==> src/pkg/cap_regs_pkg.sv <==
// Package: offsets, field layouts and reset values of the capability registers
`default_nettype none
package cap_regs_pkg;
  // Byte offsets
  localparam logic [7:0] OFF_PORT_CAP = 8'h44;
  localparam logic [7:0] OFF_PORT_STATUS = 8'h48;
  localparam logic [7:0] OFF_PORT_COMMAND = 8'h4C;
  localparam logic [7:0] OFF_POWER_CAP = 8'h60;
  localparam logic [7:0] OFF_POWER_CTRL = 8'h64;
  // Constant field values
  localparam logic [7:0] MAX_OUTSTANDING_REQUESTS = 8'h04;
  localparam logic [1:0] SUPPORTED_RATES = 2'h3;
  localparam logic [7:0] PORT_CAP_IDENTIFIER = 8'h02;
  localparam logic [3:0] PORT_CAP_MAJOR = 4'h1;
  localparam logic [3:0] PORT_CAP_MINOR = 4'h0;
  localparam logic [7:0] POWER_CAP_IDENTIFIER = 8'h01;
  localparam logic [2:0] POWER_VERSION = 3'h1;
  localparam logic [7:0] NULL_OFFSET = 8'h00;
  // Reset values
  localparam logic [7:0] REQUEST_DEPTH_RESET = 8'h00;
  localparam logic [2:0] RATE_RESET = 3'h0;
  localparam logic [1:0] POWER_STATE_RESET = 2'h0;
  // Rate and power state codes
  localparam logic [2:0] RATE_PLAIN_BUS = 3'h0;
  localparam logic [2:0] RATE_SINGLE = 3'h1;
  localparam logic [2:0] RATE_DOUBLE = 3'h2;
  localparam logic [1:0] STATE_D0 = 2'h0;
  localparam logic [1:0] STATE_D3HOT = 2'h3;
  // AXI response codes
  localparam logic [1:0] RESP_OKAY = 2'h0;
  localparam logic [1:0] RESP_SLVERR = 2'h2;

  // Writable command fields
  typedef struct packed {
    logic [7:0] request_depth_setting;
    logic master_operation_gate;
    logic [2:0] rate_select;
  } port_command_t;
endpackage : cap_regs_pkg
`default_nettype wire

==> src/core/capability_regs.sv <==
// Port and power-management capability registers behind an AXI4-Lite slave
//
// What this block does
// - Status top byte reads four outstanding requests
// - Status sideband support bit reads zero
// - Status supported rates field reads binary 11
// - Command sideband switch reads zero, ignores writes
// - Master gate bit, reset zero, allows master operations
// - Rate select resets zero; one single, two double
// - Power capability version reads constant one
// - Next offset zero or 0x44 per strap
// - Power capability identifier reads constant one
// - Power state read-write, resets zero, D0/D3hot
// - Power state changes only stored value
// - Write zero or hard reset returns D0
// - Port entry identifier two, null next offset
//
// The AXI4-Lite interface to the registers was decided locally.
`default_nettype none
module capability_regs (
  // Clock and reset
  input wire logic core_clk,
  input wire logic rst_n,
  // Interface strap, sampled after reset release: 1 selects the port interface
  input wire logic port_strap,
  // Master request from the transfer engine
  input wire logic master_request,
  // AXI4-Lite write address
  input wire logic s_axi_awvalid,
  output logic s_axi_awready,
  input wire logic [7:0] s_axi_awaddr,
  // AXI4-Lite write data
  input wire logic s_axi_wvalid,
  output logic s_axi_wready,
  input wire logic [31:0] s_axi_wdata,
  input wire logic [3:0] s_axi_wstrb,
  // AXI4-Lite write response
  output logic s_axi_bvalid,
  input wire logic s_axi_bready,
  output logic [1:0] s_axi_bresp,
  // AXI4-Lite read address
  input wire logic s_axi_arvalid,
  output logic s_axi_arready,
  input wire logic [7:0] s_axi_araddr,
  // AXI4-Lite read data
  output logic s_axi_rvalid,
  input wire logic s_axi_rready,
  output logic [31:0] s_axi_rdata,
  output logic [1:0] s_axi_rresp,
  // Configuration seen by the rest of the device
  output logic master_start,
  output logic [2:0] rate_select,
  output logic [7:0] request_depth_setting,
  output logic [1:0] power_state
);

  // Writable state
  cap_regs_pkg::port_command_t command_reg;
  cap_regs_pkg::port_command_t command_next;
  logic [1:0] power_state_reg;
  logic [1:0] power_state_next;
  logic strap_taken_reg;
  logic strap_taken_next;
  logic port_mode_reg;
  logic port_mode_next;

  // Write channel state
  logic aw_held_reg;
  logic aw_held_next;
  logic [7:0] aw_addr_reg;
  logic [7:0] aw_addr_next;
  logic w_held_reg;
  logic w_held_next;
  logic [31:0] w_data_reg;
  logic [31:0] w_data_next;
  logic [3:0] w_strb_reg;
  logic [3:0] w_strb_next;
  logic bvalid_reg;
  logic bvalid_next;
  logic [1:0] bresp_reg;
  logic [1:0] bresp_next;

  // Read channel state
  logic rvalid_reg;
  logic rvalid_next;
  logic [31:0] rdata_reg;
  logic [31:0] rdata_next;
  logic [1:0] rresp_reg;
  logic [1:0] rresp_next;

  logic do_write;
  logic [7:0] wr_addr;
  logic [31:0] wr_data;
  logic [3:0] wr_strb;
  logic wr_hit;
  logic [31:0] read_word;
  logic read_hit;

  // Handshake outputs
  // New requests wait while an answer is still pending
  assign s_axi_awready = !aw_held_reg && !bvalid_reg;
  assign s_axi_wready = !w_held_reg && !bvalid_reg;
  assign s_axi_arready = !rvalid_reg;
  assign s_axi_bvalid = bvalid_reg;
  assign s_axi_bresp = bresp_reg;
  assign s_axi_rvalid = rvalid_reg;
  assign s_axi_rdata = rdata_reg;
  assign s_axi_rresp = rresp_reg;

  // Device-facing outputs; power state has no effect on operation
  assign master_start = master_request && command_reg.master_operation_gate;
  assign rate_select = command_reg.rate_select;
  assign request_depth_setting = command_reg.request_depth_setting;
  assign power_state = power_state_reg;

  // Write joins address and data, whichever arrives first
  always_comb begin
    wr_addr = aw_held_reg ? aw_addr_reg : s_axi_awaddr;
    wr_data = w_held_reg ? w_data_reg : s_axi_wdata;
    wr_strb = w_held_reg ? w_strb_reg : s_axi_wstrb;
    do_write = !bvalid_reg && (aw_held_reg || s_axi_awvalid) && (w_held_reg || s_axi_wvalid);
    unique case ({wr_addr[7:2], 2'b00})
      cap_regs_pkg::OFF_PORT_CAP,
      cap_regs_pkg::OFF_PORT_STATUS,
      cap_regs_pkg::OFF_PORT_COMMAND,
      cap_regs_pkg::OFF_POWER_CAP,
      cap_regs_pkg::OFF_POWER_CTRL: wr_hit = 1'b1;
      default: wr_hit = 1'b0;
    endcase
  end

  // Write channel and register updates
  always_comb begin
    aw_held_next = aw_held_reg;
    aw_addr_next = aw_addr_reg;
    w_held_next = w_held_reg;
    w_data_next = w_data_reg;
    w_strb_next = w_strb_reg;
    bvalid_next = bvalid_reg;
    bresp_next = bresp_reg;
    command_next = command_reg;
    power_state_next = power_state_reg;
    if (bvalid_reg && s_axi_bready) begin
      bvalid_next = 1'b0;
    end
    if (do_write) begin
      aw_held_next = 1'b0;
      w_held_next = 1'b0;
      bvalid_next = 1'b1;
      bresp_next = wr_hit ? cap_regs_pkg::RESP_OKAY : cap_regs_pkg::RESP_SLVERR;
      // Only writable fields change; the sideband switch stays zero
      if ({wr_addr[7:2], 2'b00} == cap_regs_pkg::OFF_PORT_COMMAND) begin
        if (wr_strb[3]) begin
          command_next.request_depth_setting = wr_data[31:24];
        end
        if (wr_strb[1]) begin
          command_next.master_operation_gate = wr_data[8];
        end
        if (wr_strb[0]) begin
          command_next.rate_select = wr_data[2:0];
        end
      end
      // Any two-bit code is stored; writing zero returns to D0
      if ({wr_addr[7:2], 2'b00} == cap_regs_pkg::OFF_POWER_CTRL && wr_strb[0]) begin
        power_state_next = wr_data[1:0];
      end
    end else begin
      if (s_axi_awvalid && s_axi_awready) begin
        aw_held_next = 1'b1;
        aw_addr_next = s_axi_awaddr;
      end
      if (s_axi_wvalid && s_axi_wready) begin
        w_held_next = 1'b1;
        w_data_next = s_axi_wdata;
        w_strb_next = s_axi_wstrb;
      end
    end
  end

  // Strap capture once after reset release
  // Held until the next reset; later strap changes are ignored
  // so the list link cannot move under running software
  always_comb begin
    strap_taken_next = 1'b1;
    port_mode_next = strap_taken_reg ? port_mode_reg : port_strap;
  end

  // Read decode; reserved bits are zero
  always_comb begin
    read_word = 32'h0000_0000;
    read_hit = 1'b1;
    unique case ({s_axi_araddr[7:2], 2'b00})
      cap_regs_pkg::OFF_PORT_CAP: begin
        read_word[23:20] = cap_regs_pkg::PORT_CAP_MAJOR;
        read_word[19:16] = cap_regs_pkg::PORT_CAP_MINOR;
        read_word[15:8] = cap_regs_pkg::NULL_OFFSET;
        read_word[7:0] = cap_regs_pkg::PORT_CAP_IDENTIFIER;
      end
      cap_regs_pkg::OFF_PORT_STATUS: begin
        read_word[31:24] = cap_regs_pkg::MAX_OUTSTANDING_REQUESTS;
        read_word[9] = 1'b0;
        read_word[1:0] = cap_regs_pkg::SUPPORTED_RATES;
      end
      cap_regs_pkg::OFF_PORT_COMMAND: begin
        read_word[31:24] = command_reg.request_depth_setting;
        read_word[9] = 1'b0;
        read_word[8] = command_reg.master_operation_gate;
        read_word[2:0] = command_reg.rate_select;
      end
      cap_regs_pkg::OFF_POWER_CAP: begin
        read_word[18:16] = cap_regs_pkg::POWER_VERSION;
        read_word[15:8] = port_mode_reg ? cap_regs_pkg::OFF_PORT_CAP
                                        : cap_regs_pkg::NULL_OFFSET;
        read_word[7:0] = cap_regs_pkg::POWER_CAP_IDENTIFIER;
      end
      cap_regs_pkg::OFF_POWER_CTRL: begin
        read_word[1:0] = power_state_reg;
      end
      default: begin
        read_hit = 1'b0;
      end
    endcase
  end

  // Read channel
  always_comb begin
    rvalid_next = rvalid_reg;
    rdata_next = rdata_reg;
    rresp_next = rresp_reg;
    if (rvalid_reg && s_axi_rready) begin
      rvalid_next = 1'b0;
    end
    if (s_axi_arvalid && s_axi_arready) begin
      rvalid_next = 1'b1;
      rdata_next = read_word;
      rresp_next = read_hit ? cap_regs_pkg::RESP_OKAY : cap_regs_pkg::RESP_SLVERR;
    end
  end

  // Command and power state; hard bus reset clears both
  always_ff @(posedge core_clk or negedge rst_n) begin
    if (!rst_n) begin
      command_reg.request_depth_setting <= cap_regs_pkg::REQUEST_DEPTH_RESET;
      command_reg.master_operation_gate <= 1'b0;
      command_reg.rate_select <= cap_regs_pkg::RATE_RESET;
      power_state_reg <= cap_regs_pkg::POWER_STATE_RESET;
    end else begin
      command_reg <= command_next;
      power_state_reg <= power_state_next;
    end
  end

  // Strap capture registers
  always_ff @(posedge core_clk or negedge rst_n) begin
    if (!rst_n) begin
      strap_taken_reg <= 1'b0;
      port_mode_reg <= 1'b0;
    end else begin
      strap_taken_reg <= strap_taken_next;
      port_mode_reg <= port_mode_next;
    end
  end

  // Write channel registers
  always_ff @(posedge core_clk or negedge rst_n) begin
    if (!rst_n) begin
      aw_held_reg <= 1'b0;
      aw_addr_reg <= 8'h00;
      w_held_reg <= 1'b0;
      w_data_reg <= 32'h0000_0000;
      w_strb_reg <= 4'h0;
      bvalid_reg <= 1'b0;
      bresp_reg <= cap_regs_pkg::RESP_OKAY;
    end else begin
      aw_held_reg <= aw_held_next;
      aw_addr_reg <= aw_addr_next;
      w_held_reg <= w_held_next;
      w_data_reg <= w_data_next;
      w_strb_reg <= w_strb_next;
      bvalid_reg <= bvalid_next;
      bresp_reg <= bresp_next;
    end
  end

  // Read channel registers
  always_ff @(posedge core_clk or negedge rst_n) begin
    if (!rst_n) begin
      rvalid_reg <= 1'b0;
      rdata_reg <= 32'h0000_0000;
      rresp_reg <= cap_regs_pkg::RESP_OKAY;
    end else begin
      rvalid_reg <= rvalid_next;
      rdata_reg <= rdata_next;
      rresp_reg <= rresp_next;
    end
  end

endmodule : capability_regs
`default_nettype wire

==> config.mk <==
export PLATFORM = sky130hd
export DESIGN_NAME = capability_regs
export DESIGN_NICKNAME = d
export VERILOG_FILES = /design/src/pkg/cap_regs_pkg.sv /design/src/core/capability_regs.sv
export SDC_FILE = /design/constraint.sdc
export NUM_CORES = 1
export LEC_CHECK = 0
export BUFFER_PORTS_ARGS = -buffer_cell sky130_fd_sc_hd__buf_2
export CORE_UTILIZATION = 50
export CTS_BUF_LIST = sky130_fd_sc_hd__clkbuf_4 sky130_fd_sc_hd__clkbuf_8
export DETAILED_ROUTE_END_ITERATION = 12
export PLACE_DENSITY = 0.82
export SLEW_MARGIN = 20
export SYNTH_ARGS = -nofsm -noshare
export SYNTH_HDL_FRONTEND = slang
export SYNTH_SLANG_ARGS = --single-unit
==> constraint.sdc <==
create_clock -name core_clk -period 2.1 [get_ports core_clk]
set_input_delay 0.21 -clock core_clk [delete_from_list [all_inputs] [get_ports core_clk]]
set_output_delay 0.21 -clock core_clk [all_outputs]
set_load 0.01 [all_outputs]
After elaboration in Yosys (flattened, before gate mapping)

Index checks and enable logic that the tools add are counted.

Bits of input ports: 61
Logic and storage cells: 79
Flip-flop bits (word level): 95

Reductions and logical operators: 29
Bitwise logic cells: 1
Equality and inequality tests: 10
Multiplexer cells: 23

Operators by type and width:

| kind                                           | count |
|---|---|
| == test 6 x 5 -> 1 bit (second input constant) | 10 |
| two-way mux 32 bit                             | 1 |
| one-hot mux 8 bit (2 select lines)             | 1 |
| two-way mux 7 bit                              | 2 |
| two-way mux 1 bit                              | 12 |
| logical AND 1 bit                              | 11 |
| one-hot mux 2 bit (5 select lines)             | 1 |
| OR reduction 5 bit                             | 2 |
| AND reduction 3 bit                            | 3 |
| two-way mux 8 bit                              | 1 |
| nonzero test 2 bit                             | 4 |
| two-way mux 2 bit                              | 3 |
| AND reduction 2 bit                            | 3 |
| logical NOT 1 bit                              | 4 |
| two-way mux 4 bit                              | 1 |
| logical OR 1 bit                               | 2 |
| one-hot mux 1 bit (2 select lines)             | 1 |
| inverter 1 bit                                 | 1 |

Logic depth before layout (Yosys ltp)

Depth in word-level cells: 5
Gate-level depth with buffers: 5
Depth with buffers taken out: 4

Worst setup path after synthesis

Ideal clock, no wire load.

Kind: register to register
Start point: register aw_held_reg
End point: register, netlist name request_depth_setting[0]
Setup slack: 0.354 ns
Data required time: 1.975 ns
Stages on the path, launching flop included: 5
Arrival: 1.621 ns
Setup time: 0.125 ns
Clock period less this slack: 1.746 ns
Cell sequence: dfrtp_1 > nor4b_2 > o221a_2 > nor3b_4 > mux2_2

Longest elaborated chain between the ends: 4

Ends and longest elaborated chain:

| what                                                      | RTL line               | RTL |
|---|---|---|
| from (decl)                                               | capability_regs.sv:68  | `logic aw_held_reg;` |
| from (signal assigned)                                    | capability_regs.sv:275 | `aw_held_reg <= aw_held_next;` |
| branches (longest 3 deep; another with two-way mux 8 bit) | -                      |  |
| AND reduction 3 bit (no source line) *                    | -                      |  |

Mark *: on every way between the ends.
A chain may end at the register's enable or synchronous reset.

Final worst setup path

Start point: register aw_held_reg
End point: register, netlist name request_depth_setting[4]

Longest elaborated chain between the ends: 4

Ends and longest elaborated chain:

| what |
|---|
| branches (longest 3 deep; another with two-way mux 8 bit) |
| AND reduction 3 bit (no source line) * |

Marks and branches as above.

==> results.tsv <==
metric	value	unit
status	finished clean	
critical_path_buf_inv_count	1	
wl_per_cell	14.28	um
timing.final.ws_setup	0.1680	ns
diodes	0	
reg2reg_setup_slack	0.17	ns
leakage	1.740	nW
yosysSeqAreaShare	51.53	%
crit_end	request_depth_setting[4]	
grt_use_total	19.93	%
die_w	77.05	um
synth.avg_cell_area	12.41	um2
worstReg2RegStart	aw_held_reg	
power_frac_comb	28.1	%
power_switching	1.140	mW
p_int	2.736	mW
clockBufferDepth	2	
powerDensity	1151	nW/um2
critical_path.startpoint	aw_held_reg	
seq_power_share	42.9	%
cap_violations	0	
synth_top_area_cell	dfrtp_1	
nets	361	
fin_setup_tns	0	ns
postLayoutCoreUtil	63.89	%
grt_pass1_vias	1877	
pin_count	116	
finalHoldViolCount	0	
synth_cell_types	40	
via_per_inst	5.109	
clk_latency	0.33	ns
netlist_area	2816	um2
synth-edff-count	0	
reg2reg_depth	5	
dr_total_vias	1916	
firstDrtPassIters	4	
irDropWorstVdd	0.0006786	V
dieArea	5937	um2
yosysMostFrequentCell	dfrtp_1	
routabilityCongestion	0.7982	
port_buffers	72	
cts_htree_levels	3	
crit_path_start_kind	flop	
clk_pin_slew	0.06	ns
ant_nets	0	
arrival	2.14	ns
worstSetupPathType	reg2reg	
synthArstFlopShare	100.0	%
antenna_found_initial	0	
regToRegEndpoint	request_depth_setting[4]	
synth-main-ff-cell	dfrtp_1	
die_h	77.05	um
critPathTopFamily	simple AND/OR/NAND/NOR gates	
start_util	53.44	%
yosys-top-cells-area	dfrtp_1 52%, mux2_2 20%, buf_4 8.0%	
dp_cells	358	
worstPathRequired	2.31	ns
post_cts_buffers	0	
instances_no_fill	375	
worstSetupEndpointType	flop	
synth.top_cell.area_share	51.53	%
fin_crit_sh	92.00	%
path_depth	5	
hp-class	in2reg	
finClkSkew	0.005763	ns
synth-seq-cells	58	
post-place-ws	0.1829	ns
overflow	0	
rsz0062_at_grt	no	
worstPathMaxFanout	8	
cts_sinks	58	
fmax	517.6	MHz
area_delta_synth_final	19.55	%
first_iter_violations	74	
slew_headroom	57.82	%
totalWireLength	5355	um
synthTopCellsByCount	58 x dfrtp_1, 49 x mux2_2, 30 x buf_4	
ys_warn_count	0	
rows	26	
grt_first_pass_wirelength	9052	um
hpwl	3885	um
clock_tree.root_cell	clkbuf_8	
fin_crit	1.932	ns
final_max_slew_viol_count	0	
grt_max_degree	27	
clock_power_share	29.0	%
cp_cell_sequence	nor4b_2 > o221a_2 > nor3b_4 > buf_4 > mux2_2	
core-area	5270	um2
tritoncts	done	
drive_gt1_share	49.84	%
swShare	29.42	%
tightest_slew	0.6167	ns
drc_errors	0	
largest_reg_flops	15	
critPathMaxStageDelay	0.48	ns
synthCells	227	
cts_buffers	9	
setup_viol	0	
cpMaxStageDelayCell	dfrtp_1	
[worst reg2reg max path, cell delays in order (launching register included)]
cell	delay, ns
dfrtp_1	0.48
nor4b_2	0.31
o221a_2	0.29
nor3b_4	0.18
buf_4	0.20
mux2_2	0.35
[final cells by class]
class,count,area (um2)
clock inverters,6,80.08
multi-input cells,141,1142
clock buffers,10,137.6
fillers,439,1903
inverters,8,30.03
well taps,70,87.58
repair buffers,82,437.9
flip-flops and latches,58,1451
[power groups by stage]
stage               sequential [mW]  combinational [mW]  clock (mW)
floorplan                      1.62               0.876           0
CTS                            1.66                1.10        1.14
global placement               1.66                1.06           0
finish                         1.66                1.09        1.12
detailed placement             1.68                1.09           0
global route                   1.71                1.19        1.21
[layout by cell type, fill, tap and decap left out, types with 3 or more instances in the layout]
master / count
o21ai_0: 4
a32o_1: 4
nand2b_1: 3
buf_4: 9
nor3_1: 5
dfrtp_1: 58
clkbuf_8: 10
conb_1: 19
clkinv_2: 4
mux2i_1: 3
inv_1: 8
nand3b_1: 3
nor2_1: 10
a21oi_1: 5
mux2_2: 49
buf_2: 72
a22o_1: 10
[repair_timing]
action,4_1_cts,5_1_grt
resized for setup,0,0
hold buffers,1,0
endpoints found under the hold margin,24,0
[worst min path at each step]
stage | startpoint | endpoint | slack (ns) | depth (start not counted)
2_1_floorplan | rst_n | aw_addr_reg[2] | -0.09 | 0
3_3_place_gp | rst_n | power_state[0] | 0.24 | 1
3_5_place_dp | rst_n | w_data_reg[0] | 0.25 | 1
4_1_cts | s_axi_bready | s_axi_bvalid | 0.03 | 2
5_1_grt | s_axi_bready | s_axi_bvalid | 0.04 | 2
6_report | s_axi_bready | s_axi_bvalid | 0.04 | 2
[per-layer routing]
metal  global-route usage (%)  routed length, um
met5                        0                  0
met4                    9.245                124
met3                    4.881                281
met2                    31.16               2417
met1                    26.13               2532
[stage by stage]
step                      area, um2  hold WS, ns  power [mW]
after floorplan                2880     -0.08559       2.493
after global placement         3139       0.2407       2.718
after detailed placement       3139       0.2507       2.768
after CTS                      3367      0.03295       3.903
after global routing           3367      0.03714       4.115
final                          3367      0.04386       3.877
[cells by family (layout without fill, tap and decap cells)]
| group | count (synthesis) | after routing | share of synthesized area (%) |
|---|---|---|---|
| other cells | 2 | 19 | 0.2666 |
| mux | 52 | 52 | 20.66 |
| buf+inv | 45 | 106 | 10.17 |
| compound gates | 35 | 35 | 9.507 |
| simple gates | 35 | 35 | 7.864 |
| flops | 58 | 58 | 51.53 |
Power figures use the tool's default switching activity.
